<file path="config.mk">
export PLATFORM = sky130hd
export DESIGN_NAME = cs_sense_top
export DESIGN_NICKNAME = d
export VERILOG_FILES = /design/src/rtl/cs_pkg.sv /design/src/rtl/cs_count_if.sv /design/src/rtl/cs_sense_top.sv /design/src/rtl/cs_sync.sv /design/src/rtl/cs_counter.sv
export SDC_FILE = /design/constraint.sdc
export NUM_CORES = 1
export LEC_CHECK = 0
export ABC_AREA = 0
export BUFFER_PORTS_ARGS = -buffer_cell sky130_fd_sc_hd__buf_2
export CAP_MARGIN = 20
export CORE_UTILIZATION = 40
export DETAILED_ROUTE_END_ITERATION = 6
export GPL_TIMING_DRIVEN = 0
export PLACE_DENSITY_LB_ADDON = 0.08
export SYNTH_ARGS = -nofsm -noshare
export SYNTH_HDL_FRONTEND = slang
export SYNTH_SLANG_ARGS = --single-unit
</file>
<file path="constraint.sdc">
create_clock -name i_clock -period 1.7 [get_ports i_clock]
set_input_delay 0.17 -clock i_clock [delete_from_list [all_inputs] [get_ports i_clock]]
set_output_delay 0.17 -clock i_clock [all_outputs]
set_load 0.05 [all_outputs]
</file>
<file path="src/rtl/cs_pkg.sv">
// package of the capacitive sense counter: register map, field positions, reset values, clock-source codes.
// assumes an 8-bit register port and one 25 MHz system clock.
package cs_pkg;

  // register offsets on the plain register port
  localparam logic [3:0] SENSE_CONTROL_OFS = 4'h0;
  localparam logic [3:0] FIRST_TIMER_CFG_OFS = 4'h1;
  localparam logic [3:0] FIRST_TIMER_CNT_OFS = 4'h2;
  localparam logic [3:0] SECOND_TIMER_CONTROL_OFS = 4'h3;
  localparam logic [3:0] SECOND_TIMER_LO_OFS = 4'h4;
  localparam logic [3:0] SECOND_TIMER_HI_OFS = 4'h5;
  localparam logic [3:0] SENSE_STATUS_OFS = 4'h6;

  // sense_control fields
  localparam int SENSE_UNIT_ENABLE_BIT = 7;
  localparam int REFERENCE_RANGE_SELECT_BIT = 6;
  localparam int CURRENT_RANGE_LSB = 2;
  localparam int OSC_DIRECTION_STATUS_BIT = 1;
  localparam int FIRST_TIMER_SENSE_CLOCK_SELECT_BIT = 0;
  localparam logic [7:0] SENSE_CONTROL_RESET = 8'h00;

  // first timer configuration field
  localparam int FIRST_TIMER_CLOCK_SOURCE_BIT = 0;

  // second_timer_control fields
  localparam int SECOND_TIMER_ON_BIT = 0;
  localparam int SECOND_TIMER_GATE_ENABLE_BIT = 1;
  localparam int GATE_TOGGLE_MODE_BIT = 2;
  localparam int GATE_POLARITY_BIT = 3;
  localparam int SECOND_TIMER_CLOCK_SOURCE_LSB = 4;
  localparam logic [7:0] SECOND_TIMER_CONTROL_RESET = 8'h00;

  // status fields
  localparam int FIRST_TIMER_OVERFLOW_BIT = 0;
  localparam int GATE_LEVEL_BIT = 1;

  // second timer clock-source codes
  typedef enum logic [1:0] {
    CS_SRC_INSTR = 2'b00,
    CS_SRC_SYSTEM = 2'b01,
    CS_SRC_EXTERNAL = 2'b10,
    CS_SRC_SENSE_OSC = 2'b11
  } cs_clock_source_type;

  // current range code that means off (low range) or noise detection (high range)
  localparam logic [1:0] CURRENT_RANGE_IDLE = 2'b00;

  // counter wrap points
  localparam logic [15:0] FIRST_TIMER_WRAP = 16'h00ff;
  localparam logic [15:0] SECOND_TIMER_WRAP = 16'hffff;

  // instruction tick: system clock divided by four
  localparam int CLOCK_PERIOD_NS = 40;
  localparam int INSTR_PERIOD_NS = 160;
  localparam logic [1:0] INSTR_DIV_LAST = 2'(INSTR_PERIOD_NS / CLOCK_PERIOD_NS - 1);

endpackage : cs_pkg

</file>
<file path="src/rtl/cs_count_if.sv">
// interface carrying one counter's increment, load and state.
// assumes both ends run on the single system clock.
`timescale 1ns/10ps
`default_nettype none
interface cs_count_if;
  logic inc;
  logic load;
  logic [15:0] load_val;
  logic [15:0] count;
  logic ovf;

  modport ctl (output inc, output load, output load_val, input count, input ovf);
  modport cnt (input inc, input load, input load_val, output count, output ovf);
endinterface : cs_count_if
`default_nettype wire

</file>
<file path="src/rtl/cs_sense_top.sv">
// capacitive sense frequency counter: control register, clock routing to two timers, gate logic.
// assumes a synchronous register port on i_clock and an asynchronous oscillator comparator pin.
//
// Behaviour
// (RL1) sense oscillator clocks first or second timer
// (RL2) software divides count by window length
// (RL3) window timed by the other timer
// (RL4) select set, source cleared: first timer senses
// (RL5) second timer source 11 takes oscillator
// (RL6) on/gate-enable bits: off, free, gated
// (RL7) software gates via overflow and toggle mode
// (RL8) baseline: clear at start, capture at end
// (RL9) loaded run same window, lower count
// (RL10) threshold midway between baseline and loaded
// (RL11) oscillator runs through sleep while enabled
// (RL12) counting in sleep, evaluation needs wake
// (RL13) first timer halts during sleep
// (RL14) enable cleared: no channel, sensing off
// (RL15) range bit picks external or internal references
// (RL16) high range 00 is noise mode
// (RL17) status bit shows sourcing or sinking
// (RL18) each oscillator cycle counts exactly once
//
// Implementation choices: the register offsets and the strobed register port.
`timescale 1ns/10ps
`default_nettype none
module cs_sense_top (
  // clock and reset
  input wire logic i_clock,
  input wire logic i_srst,
  // register port
  input wire logic [3:0] i_addr,
  input wire logic [7:0] i_wr_data,
  input wire logic i_wr,
  input wire logic i_rd,
  output logic [7:0] o_rd_data,
  // processor state
  input wire logic i_sleep,
  // pins from the analog side
  input wire logic i_osc_pin,
  input wire logic i_gate_pin,
  // controls to the analog side
  output logic o_channel_enable,
  output logic o_reference_high,
  output logic [1:0] o_current_range,
  output logic o_osc_active,
  output logic o_current_drive
);
  cs_count_if t0 ();
  cs_count_if t1 ();

  logic [7:0] sc_r;
  logic t0_cs_r;
  logic [7:0] t1c_r;
  logic t0_ovf_flag_r;
  logic gate_tog_r;
  logic [1:0] div_r;
  logic [7:0] rd_data_r;
  logic ch_en_r;
  logic ref_hi_r;
  logic [1:0] cur_r;
  logic osc_act_r;
  logic drive_r;
  logic osc_level;
  logic osc_rise;
  logic gate_level;

  // input synchronisers
  cs_sync u_osc_sync (
    .i_clock(i_clock),
    .i_srst(i_srst),
    .i_async(i_osc_pin),
    .o_level(osc_level),
    .o_rise(osc_rise)
  );
  cs_sync u_gate_sync (
    .i_clock(i_clock),
    .i_srst(i_srst),
    .i_async(i_gate_pin),
    .o_level(gate_level),
    .o_rise()
  );

  // the two timers
  cs_counter #(.WRAP(cs_pkg::FIRST_TIMER_WRAP)) u_first_timer (
    .i_clock(i_clock),
    .i_srst(i_srst),
    .cnt(t0.cnt)
  );
  cs_counter #(.WRAP(cs_pkg::SECOND_TIMER_WRAP)) u_second_timer (
    .i_clock(i_clock),
    .i_srst(i_srst),
    .cnt(t1.cnt)
  );

  // field decode
  wire sense_en = sc_r[cs_pkg::SENSE_UNIT_ENABLE_BIT];
  wire range_hi = sc_r[cs_pkg::REFERENCE_RANGE_SELECT_BIT];
  wire [1:0] cur_range = sc_r[cs_pkg::CURRENT_RANGE_LSB +: 2];
  wire t0_sense_sel = sc_r[cs_pkg::FIRST_TIMER_SENSE_CLOCK_SELECT_BIT];
  wire t1_on = t1c_r[cs_pkg::SECOND_TIMER_ON_BIT];
  wire t1_ge = t1c_r[cs_pkg::SECOND_TIMER_GATE_ENABLE_BIT];
  wire gate_tog_mode = t1c_r[cs_pkg::GATE_TOGGLE_MODE_BIT];
  wire gate_pol = t1c_r[cs_pkg::GATE_POLARITY_BIT];
  wire [1:0] t1_src = t1c_r[cs_pkg::SECOND_TIMER_CLOCK_SOURCE_LSB +: 2];

  // address decode
  wire wr_sc = i_wr & (i_addr == cs_pkg::SENSE_CONTROL_OFS);
  wire wr_t0cfg = i_wr & (i_addr == cs_pkg::FIRST_TIMER_CFG_OFS);
  wire wr_t0cnt = i_wr & (i_addr == cs_pkg::FIRST_TIMER_CNT_OFS);
  wire wr_t1c = i_wr & (i_addr == cs_pkg::SECOND_TIMER_CONTROL_OFS);
  wire wr_t1lo = i_wr & (i_addr == cs_pkg::SECOND_TIMER_LO_OFS);
  wire wr_t1hi = i_wr & (i_addr == cs_pkg::SECOND_TIMER_HI_OFS);
  wire wr_stat = i_wr & (i_addr == cs_pkg::SENSE_STATUS_OFS);

  // oscillator state seen by the timers and the status bit
  wire osc_running = sense_en & (range_hi | (cur_range != cs_pkg::CURRENT_RANGE_IDLE)); // [RL11] [RL16]
  wire osc_tick = osc_rise & osc_running; // one pulse per cycle [RL18]
  wire osc_dir = osc_level & osc_running; // high while sourcing [RL17]
  wire instr_tick = (div_r == cs_pkg::INSTR_DIV_LAST);

  // first timer clock: oscillator or instruction tick, frozen in sleep
  wire t0_from_osc = t0_sense_sel & ~t0_cs_r; // [RL1] [RL4]
  wire t0_src_tick = t0_from_osc ? osc_tick : (~t0_cs_r & instr_tick);
  assign t0.inc = t0_src_tick & ~i_sleep; // [RL13]
  assign t0.load = wr_t0cnt;
  assign t0.load_val = {8'h00, i_wr_data};

  // second timer gate: pin level or toggled by first timer overflow
  wire gate_raw = gate_tog_mode ? gate_tog_r : gate_level;
  wire gate_open = gate_raw ^ gate_pol;

  // second timer clock source; only the oscillator keeps it counting in sleep
  logic t1_src_tick;
  always_comb begin
    unique case (cs_pkg::cs_clock_source_type'(t1_src))
      cs_pkg::CS_SRC_INSTR: t1_src_tick = instr_tick & ~i_sleep;
      cs_pkg::CS_SRC_SYSTEM: t1_src_tick = ~i_sleep;
      cs_pkg::CS_SRC_EXTERNAL: t1_src_tick = 1'b0;
      cs_pkg::CS_SRC_SENSE_OSC: t1_src_tick = osc_tick; // [RL1] [RL5] [RL12]
    endcase
  end
  assign t1.inc = t1_src_tick & t1_on & (~t1_ge | gate_open); // [RL6]
  assign t1.load = wr_t1lo | wr_t1hi;
  assign t1.load_val = wr_t1hi ? {i_wr_data, t1.count[7:0]} : {t1.count[15:8], i_wr_data};

  // analog controls, registered
  wire ch_en_nxt = sense_en; // [RL14]
  wire ref_hi_nxt = sense_en & range_hi; // [RL15]
  wire drive_nxt = sense_en & (cur_range != cs_pkg::CURRENT_RANGE_IDLE); // [RL16]

  // read mux
  logic [7:0] rd_nxt;
  always_comb begin
    rd_nxt = 8'h00;
    if (i_rd) begin
      unique case (i_addr)
        cs_pkg::SENSE_CONTROL_OFS: rd_nxt = {sc_r[7:6], 2'b00, sc_r[3:2], osc_dir, sc_r[0]}; // [RL17]
        cs_pkg::FIRST_TIMER_CFG_OFS: rd_nxt = {7'h00, t0_cs_r};
        cs_pkg::FIRST_TIMER_CNT_OFS: rd_nxt = t0.count[7:0];
        cs_pkg::SECOND_TIMER_CONTROL_OFS: rd_nxt = {2'b00, t1c_r[5:0]};
        cs_pkg::SECOND_TIMER_LO_OFS: rd_nxt = t1.count[7:0];
        cs_pkg::SECOND_TIMER_HI_OFS: rd_nxt = t1.count[15:8];
        cs_pkg::SENSE_STATUS_OFS: rd_nxt = {6'h00, gate_open, t0_ovf_flag_r};
        default: rd_nxt = 8'h00;
      endcase
    end
  end

  // control registers
  always_ff @(posedge i_clock) begin
    if (i_srst) begin
      sc_r <= cs_pkg::SENSE_CONTROL_RESET;
      t0_cs_r <= 1'b1;
      t1c_r <= cs_pkg::SECOND_TIMER_CONTROL_RESET;
    end else begin
      if (wr_sc) sc_r <= {i_wr_data[7:6], 2'b00, i_wr_data[3:2], 1'b0, i_wr_data[0]};
      if (wr_t0cfg) t0_cs_r <= i_wr_data[cs_pkg::FIRST_TIMER_CLOCK_SOURCE_BIT];
      if (wr_t1c) t1c_r <= {2'b00, i_wr_data[5:0]};
    end
  end

  // overflow flag: set wins over a clearing write; toggle gate flips on overflow
  always_ff @(posedge i_clock) begin
    if (i_srst) begin
      t0_ovf_flag_r <= 1'b0;
      gate_tog_r <= 1'b0;
    end else begin
      t0_ovf_flag_r <= t0.ovf | (t0_ovf_flag_r & ~(wr_stat & ~i_wr_data[cs_pkg::FIRST_TIMER_OVERFLOW_BIT]));
      gate_tog_r <= gate_tog_mode ? (gate_tog_r ^ t0.ovf) : 1'b0;
    end
  end

  // instruction divider, read data and analog outputs
  always_ff @(posedge i_clock) begin
    if (i_srst) begin
      div_r <= 2'b00;
      rd_data_r <= 8'h00;
      ch_en_r <= 1'b0;
      ref_hi_r <= 1'b0;
      cur_r <= 2'b00;
      osc_act_r <= 1'b0;
      drive_r <= 1'b0;
    end else begin
      div_r <= instr_tick ? 2'b00 : 2'(div_r + 2'b01);
      rd_data_r <= rd_nxt;
      ch_en_r <= ch_en_nxt;
      ref_hi_r <= ref_hi_nxt;
      cur_r <= sense_en ? cur_range : 2'b00;
      osc_act_r <= osc_running; // not gated by sleep [RL11]
      drive_r <= drive_nxt;
    end
  end

  assign o_rd_data = rd_data_r;
  assign o_channel_enable = ch_en_r;
  assign o_reference_high = ref_hi_r;
  assign o_current_range = cur_r;
  assign o_osc_active = osc_act_r;
  assign o_current_drive = drive_r;

  // first timer advances by one on an oscillator edge when routed to it
  chk_first_osc_count: assert property ( // [RL4]
    @(posedge i_clock) disable iff (i_srst)
    (t0_from_osc && osc_tick && !i_sleep && !t0.load && t0.count != cs_pkg::FIRST_TIMER_WRAP)
    |=> t0.count == 16'($past(t0.count) + 16'h0001))
    else $error("first timer missed an oscillator edge");

  // second timer on source 11 advances on an oscillator edge, asleep or not
  chk_second_osc_count: assert property ( // [RL5]
    @(posedge i_clock) disable iff (i_srst)
    (t1_src == 2'b11 && t1_on && !t1_ge && osc_tick && !t1.load && t1.count != cs_pkg::SECOND_TIMER_WRAP)
    |=> t1.count == 16'($past(t1.count) + 16'h0001))
    else $error("second timer missed an oscillator edge");

  // second timer holds while off
  chk_second_off_hold: assert property ( // [RL6]
    @(posedge i_clock) disable iff (i_srst)
    (!t1_on && !t1.load) |=> $stable(t1.count))
    else $error("second timer moved while off");

  // second timer holds while the gate is closed
  chk_second_gate_hold: assert property ( // [RL6]
    @(posedge i_clock) disable iff (i_srst)
    (t1_on && t1_ge && !gate_open && !t1.load) |=> $stable(t1.count))
    else $error("second timer moved with gate closed");

  // first timer frozen during sleep
  chk_first_sleep_hold: assert property ( // [RL13]
    @(posedge i_clock) disable iff (i_srst)
    (i_sleep && !t0.load) |=> $stable(t0.count))
    else $error("first timer counted in sleep");

  // oscillator stays active through sleep while enabled
  chk_osc_sleep_run: assert property ( // [RL11]
    @(posedge i_clock) disable iff (i_srst)
    (i_sleep && sense_en && range_hi) |=> o_osc_active)
    else $error("oscillator stopped in sleep");

  // disabled unit selects no channel and drives nothing
  chk_disabled_quiet: assert property ( // [RL14]
    @(posedge i_clock) disable iff (i_srst)
    !sense_en |=> (!o_channel_enable && !o_osc_active && !o_current_drive && !o_reference_high))
    else $error("disabled unit still active");

  // reference range follows the range bit
  chk_ref_range: assert property ( // [RL15]
    @(posedge i_clock) disable iff (i_srst)
    sense_en |=> o_reference_high == $past(range_hi))
    else $error("reference range wrong");

  // code 00: noise mode in high range, off in low range
  chk_noise_mode: assert property ( // [RL16]
    @(posedge i_clock) disable iff (i_srst)
    (sense_en && cur_range == 2'b00) |=> (o_osc_active == $past(range_hi)) && !o_current_drive)
    else $error("idle current code misdecoded");

  // status bit read back shows the direction seen at the read
  chk_dir_status: assert property ( // [RL17]
    @(posedge i_clock) disable iff (i_srst)
    (i_rd && i_addr == cs_pkg::SENSE_CONTROL_OFS) |=> o_rd_data[1] == $past(osc_dir))
    else $error("direction status wrong");

  // an oscillator edge yields a single pulse
  chk_osc_once: assert property ( // [RL18]
    @(posedge i_clock) disable iff (i_srst)
    osc_rise |=> !osc_rise)
    else $error("oscillator edge counted twice");

endmodule : cs_sense_top
`default_nettype wire

</file>
<file path="src/rtl/cs_sync.sv">
// two-flop synchroniser with a rising-edge pulse taken after the second flop.
// assumes the input changes slower than half the system clock.
`timescale 1ns/10ps
`default_nettype none
module cs_sync (
  // clock and reset
  input wire logic i_clock,
  input wire logic i_srst,
  // asynchronous level
  input wire logic i_async,
  // synchronised level and edge
  output logic o_level,
  output logic o_rise
);
  logic meta_r;
  logic level_r;
  logic prev_r;

  // first flop feeds only the second
  always_ff @(posedge i_clock) begin
    if (i_srst) begin
      meta_r <= 1'b0;
      level_r <= 1'b0;
      prev_r <= 1'b0;
    end else begin
      meta_r <= i_async;
      level_r <= meta_r;
      prev_r <= level_r;
    end
  end

  // one pulse per rising edge
  assign o_level = level_r;
  assign o_rise = level_r & ~prev_r;
endmodule : cs_sync
`default_nettype wire

</file>
<file path="src/rtl/cs_counter.sv">
// counter with load, increment and a one-cycle overflow pulse at its wrap point.
// assumes load and increment come from logic on the same clock.
`timescale 1ns/10ps
`default_nettype none
module cs_counter #(
  parameter logic [15:0] WRAP = 16'hffff
) (
  // clock and reset
  input wire logic i_clock,
  input wire logic i_srst,
  // control and state
  cs_count_if.cnt cnt
);
  logic [15:0] count_r;
  logic ovf_r;
  logic at_wrap;

  assign at_wrap = (count_r == WRAP);

  // load wins over increment
  always_ff @(posedge i_clock) begin
    if (i_srst) begin
      count_r <= 16'h0000;
      ovf_r <= 1'b0;
    end else if (cnt.load) begin
      count_r <= cnt.load_val & WRAP;
      ovf_r <= 1'b0;
    end else begin
      count_r <= cnt.inc ? (at_wrap ? 16'h0000 : 16'(count_r + 16'h0001)) : count_r;
      ovf_r <= cnt.inc & at_wrap;
    end
  end

  assign cnt.count = count_r;
  assign cnt.ovf = ovf_r;
endmodule : cs_counter
`default_nettype wire

</file>
* Word level (Yosys, flattened, before mapping)
Cells that the tools add are included.
** Word-level totals
- Input bits :: 19
- Register bits :: 68
- Output and inout bits :: 14
- Logic and storage cells :: 99
** Operators by class
- Reduce and logical (&&, ||, !) cells :: 12
- Equality and inequality tests :: 14
- Add/subtract/negate cells :: 3
- Bitwise gates (word level) :: 37
- Mux-type cells :: 11
** Operator list (number)
- $mux W16 :: 5
- $pmux W8 S7 :: 1
- $add A16 B1 Y16 const B :: 2
- $and A1 B1 Y1 :: 22
- $eq A16 B16 Y1 const B :: 1
- $eq A16 B8 Y1 const B :: 1
- $mux W8 :: 2
- $eq A4 B3 Y1 const B :: 3
- $reduce_or A2 Y1 :: 5
- $not A1 Y1 :: 9
- $eq A4 B2 Y1 const B :: 2
- $eq A2 B2 Y1 const B :: 3
- $reduce_bool A2 Y1 :: 3
- $eq A4 B1 Y1 const B :: 1
- $logic_not A4 Y1 :: 1
- $or A1 B1 Y1 :: 4
- $pmux W1 S4 :: 1
- $reduce_and A2 Y1 :: 2
- $add A2 B1 Y2 const B :: 1
- $eq A2 B1 Y1 const B :: 1
- $logic_not A2 Y1 :: 1
- $mux W1 :: 2
- $ne A2 B1 Y1 const B :: 1
- $ne A2 B2 Y1 const B :: 1
- $xor A1 B1 Y1 :: 2

* Depth between registers and ports, before layout
- Depth after elaboration :: 9
- Mapped depth :: 7
- Mapped depth without buffers :: 6

* By module
Synthesis repeated with hierarchy kept, for this count alone.
** Unflattened totals
- Cells, all modules :: 411
- Area total of the unflattened synthesis :: 3872.5 sq um
** By module, submodules not included
- cs_sense_top :: area each 1682.9 sq um, sequential area each 600.6 sq um, cells each 174, times used 1
- cs_counter at u_second_timer :: area each 1071.0 sq um, sequential area each 340.3 sq um, cells each 118, times used 1
- cs_counter at u_first_timer :: area each 943.4 sq um, sequential area each 340.3 sq um, cells each 105, times used 1
- cs_sync :: area each 87.6 sq um, sequential area each 60.1 sq um, cells each 7, times used 2

* Least setup slack after synthesis
Ideal clock, no wire load.
- Kind :: flip-flop to flip-flop
- Start :: register u_second_timer.count_r[0], in the netlist u_second_timer.cnt.count[0]
- End :: register u_second_timer.count_r[3], in the netlist u_second_timer.cnt.count[3]
- Period minus slack after synthesis :: 1.825 ns
- Library setup time :: 0.124 ns
- Arrival :: 1.701 ns
- Buffers on the path :: 1
- Setup slack :: -0.125 ns
- Stages on the path, launching flop included :: 8
- Cells stage by stage :: dfxtp_1 > ha_1 > nand4_1 > nor4_4 > nor2_1 > buf_2 > a32oi_1 > a31oi_1
** Between the ends
- Longest elaborated chain between the ends :: 4
- Elaborated cells between the ends (all ways) :: 5
** Ends and longest elaborated chain
- start: declaration :: RTL line cs_counter.sv:14 : logic [15:0] count_r;
- start signal: assignment :: RTL line cs_counter.sv:26 : count_r <= cnt.load_val & WRAP;
- start signal: assignment :: RTL line cs_counter.sv:29 : count_r <= cnt.inc ? (at_wrap ? 16'h0000 : 16'(count_r + 16'h0001)) : count_r;
- $add A16 B1 Y16 or $eq A16 B16 Y1 (tied branches) :: RTL line cs_counter.sv:29, cs_counter.sv:18
- $mux W16 (*) (2 in a row) :: RTL line cs_counter.sv:29
- $mux W16 (*) :: RTL line cs_counter.sv:25 : end else if (cnt.load) begin
Every way passes the cells marked *; elsewhere a longest branch is shown, timed or not. The select of a mux whose other input is x is not followed.
A chain may end at the register's enable or synchronous reset.

* Worst setup path after layout
- Start :: register sc_r[2]
- End :: register u_second_timer.count_r[6], in the netlist u_second_timer.cnt.count[6]
** Between the ends
- Longest elaborated chain between the ends :: 9
** Ends and longest elaborated chain
- start: declaration :: RTL line cs_sense_top.sv:52 : logic [7:0] sc_r;
- start signal: assignment :: RTL line cs_sense_top.sv:173 : sc_r <= cs_pkg::SENSE_CONTROL_RESET;
- start signal: assignment :: RTL line cs_sense_top.sv:177 : if (wr_sc) sc_r <= {i_wr_data[7:6], 2'b00, i_wr_data[3:2], 1'b0, i_wr_data[0]};
- $reduce_bool A2 Y1 :: RTL line cs_sense_top.sv:117 : wire osc_running = sense_en & (range_hi | (cur_range != cs_pkg::CURRENT_RANGE_IDLE));
- $or A1 B1 Y1 :: RTL line cs_sense_top.sv:117
- $and A1 B1 Y1 :: RTL line cs_sense_top.sv:117
- $and A1 B1 Y1 :: RTL line cs_sense_top.sv:118 : wire osc_tick = osc_rise & osc_running;
- $pmux W1 S4 :: RTL line cs_sense_top.sv:136 : unique case (cs_pkg::cs_clock_source_type'(t1_src))
- $and A1 B1 Y1 (2 in a row) :: RTL line cs_sense_top.sv:143 : assign t1.inc = t1_src_tick & t1_on & (~t1_ge | gate_open);
- $reduce_bool A2 Y1 (no source line)
- $reduce_and A2 Y1 (no source line)
Every way passes these cells.

==> results.py <==
metrics = {
    "detailed_routing": {
        "routed_wirelength_um": 12000,
        "drtIter0Drc": 403,
        "first_pass_iters": 7,
        "detail-route-antenna-nets": 0,
        "vias": 3675,
        "via_per_inst": 6.05,
        "drc": 3,
        "wl_per_cell_um": 19.8,
    },
    "sta": {
        "timing.fmax_mhz": 565,
        "worst_pin_slew_ns": 0.762,
        "timing.hold.ws_ns": 0.0265,
        "hold_violations": 0,
        "period_share_pct": 104,
        "skew_ns": 0.0181,
        "maxSlewHeadroom_pct": 49.2,
        "finalSetupViolations": 14,
        "maxSlewViolCount": 0,
        "layout_min_cycle_time_ns": 1.77,
        "rsz0062_at_grt": "true",
        "tns_ns": -0.418,
        "fin_ws_ns": -0.0687,
    },
    "synth": {
        "async_flop_share_pct": 0,
        "syn_inst": 421,
        "yosys.area.top_type": "dfxtp_1",
        "synth.cell_area_um2": 3680,
        "syn_nets": 443,
        "yosysSeqAreaShare_pct": 37.0,
        "synth_edf_count": 0,
        "synth.area.top_cells": "dfxtp_1 (37%), nor2_1 (5.1%), mux2i_1 (4.3%)",
        "yosysWarnings": 0,
        "netlist.area_leader.share_pct": 37.0,
        "synth_ff_type": "dfxtp_1",
        "ys_types": 69,
        "synth_most_common_cell": "dfxtp_1",
        "ys_seq_elements": 68,
        "ys_top_cells_by_count": "dfxtp_1 (68), nor2_1 (50), nand3_1 (26), nand2_1 (23), mux2i_1 (16)",
        "avgSynthCellArea_um2": 8.75,
    },
    "grt": {
        "grt_pass1_wl_um": 18500,
        "antenna_found_initial": 1,
        "grt_max_degree": 14,
        "globalRouteTotalUtil_pct": 25.1,
        "overflow": 0,
        "first_global_vias": 3394,
    },
    "worst_setup_path": {
        "timing.rr.start": "sc_r[2]",
        "arrival_ns": 1.97,
        "critPathMaxFanout": 6,
        "endpoint_kind": "flop",
        "crit_type": "flop to flop",
        "r2r-end": "u_second_timer.cnt.count[6]",
        "r2r_slack_ns": -0.07,
        "cp-endpoint": "u_second_timer.cnt.count[6]",
        "reg2reg_depth": 6,
        "setup.worst_path.start_class": "flop",
        "cp_data_required_time_ns": 1.90,
        "critPathLaunch": "sc_r[2]",
    },
    "floorplanning": {
        "die_area_um2": 9600,
        "start_util_pct": 41.8,
        "fp.dieW_um": 98.0,
        "dieHeight_um": 98.0,
        "ioPinCount": 33,
        "core_um2": 8810,
        "num_rows": 34,
    },
    "pwr": {
        "power.leakage_nw": 1.81,
        "powerDensity_nw_per_um2": 716,
        "ir_worst_vdd_mv": 0.301,
    },
    "layout": {
        "nets": 516,
        "fillers": 817,
        "area_growth_syn_to_layout_pct": 29.7,
        "layout-drive-gt1-share_pct": 35.1,
        "n_antenna_cell": 0,
    },
    "placement": {
        "io_buffer_count": 28,
        "dp_hpwl_um": 8180,
        "gp_congestion": 0.894,
    },
    "cts": {
        "cts_buffers": 9,
        "clk_pin_slew_ns": 0.08,
        "clk_latency_ns": 0.36,
        "cts-root-buf": "clkbuf_8",
        "cts.htree.levels": 3,
        "cts_buffer_depth": 2,
        "clock-sinks": 68,
        "cts_tree": "built",
        "cts_hold_buf": 0,
    },
    "hold_path": {
        "whs_path_depth": 2,
        "worstHoldPathType": "input pin to flop",
    },
    "status": {
        "status": "complete, but fails checks",
        "violations": "design-rule violations, negative setup slack",
    },
    "flow_run": {
        "drv_cap": 0,
    },
}
## area by class of cell
type / count / area [µm²] / area share, %
multi-input combinational: 318 / 2350 / 49.3
sequential: 68 / 1420 / 29.6
timing repair buffer: 63 / 444 / 9.30
buffer: 26 / 199 / 4.16
tap: 108 / 135 / 2.83
clock buffer: 9 / 124 / 2.59
clock inverter: 7 / 75.1 / 1.57
inverter: 8 / 30.0 / 0.629
## metrics by stage
step / setup WS, ns / utilization (%) / instance area [µm²] / cells / power [mW]
CTS: -0.0131 / 51.0 / 4490 / 595 / 3.41
floorplan: 0.0165 / - / 3700 / 421 / 1.90
detailed placement: -0.426 / 45.2 / 3980 / 557 / 2.01
global route: -0.132 / 54.2 / 4780 / 607 / 3.55
finish: -0.0687 / 54.2 / 4780 / 607 / 3.42
global placement: -0.365 / 45.2 / 3980 / 557 / 2.01
## kinds of logic after synthesis
| group | Yosys count | synth area share, % |
|---|---|---|
| compound gates | 91 | 19.7 |
| mux | 21 | 5.88 |
| buf+inv | 35 | 5.26 |
| flops | 68 | 37.0 |
| xor+xnor | 13 | 3.29 |
| fa+ha+maj | 3 | 1.02 |
| simple gates | 190 | 27.9 |
## layer usage
layer	share of wire, %	track usage, %
met1	46	33.9
met2	45	39.4
met3	6.7	5.30
met4	2.5	8.74
met5	0	0
## power by group
part / total, mW / switching (mW) / internal [mW]
logic: 0.359 / 0.210 / 0.149
registers: 1.68 / 0.0538 / 1.62
clock network: 1.38 / 0.696 / 0.685
## what timing repair did
action,in CTS,in global routing
cloned,1,1
gates resized for setup,54,51
setup endpoints to repair,31,39
setup buffers,21,12
pin swaps,18,24
## registers in the layout (all words and copies together) (netlist names)
| name | cells |
|---|---|
| div_r | 2 |
| gate_tog_r | 1 |
| o_channel_enable | 1 |
| o_current_drive | 1 |
| o_current_range | 2 |
| o_osc_active | 1 |
| o_rd_data | 8 |
| o_reference_high | 1 |
| sc_r | 5 |
| t0_cs_r | 1 |
| t0_ovf_flag_r | 1 |
| t1c_r | 6 |
| u_first_timer.cnt.count | 16 |
| u_first_timer.cnt.ovf | 1 |
| u_gate_sync.meta_r | 1 |
| u_gate_sync.o_level | 1 |
| u_osc_sync.meta_r | 1 |
| u_osc_sync.o_level | 1 |
| u_osc_sync.prev_r | 1 |
| u_second_timer.cnt.count | 16 |
## placed cells by master, fill, tap and decap left out, types with 12 or more instances in the layout
cell type,n
dfxtp_2,13
dfxtp_1,45
nand4_1,12
buf_4,28
nand3_1,26
nor2_1,47
clkbuf_8,12
mux2i_1,15
nand2_1,20
buf_6,12
buf_2,32
## how the worst min path moves through the flow
| stage | startpoint | end | slack (ns) |
|---|---|---|---|
| 2_1_floorplan | i_gate_pin | u_gate_sync.meta_r | 0.30 |
| 3_3_place_gp | i_osc_pin | u_osc_sync.meta_r | 0.38 |
| 3_5_place_dp | i_osc_pin | u_osc_sync.meta_r | 0.39 |
| 4_1_cts | i_osc_pin | u_osc_sync.meta_r | 0.02 |
| 5_1_grt | i_osc_pin | u_osc_sync.meta_r | 0.03 |
| 6_report | i_osc_pin | u_osc_sync.meta_r | 0.03 |
## worst max-delay path, stage by stage, from the launching register on
cell and delay (ns):
dfxtp_4 0.37, o311ai_4 0.45, o21ai_2 0.17, o2111a_2 0.24, buf_8 0.17, nor3_2 0.16, a211oi_1 0.06
No activity file was read; power rests on OpenSTA's default activity.
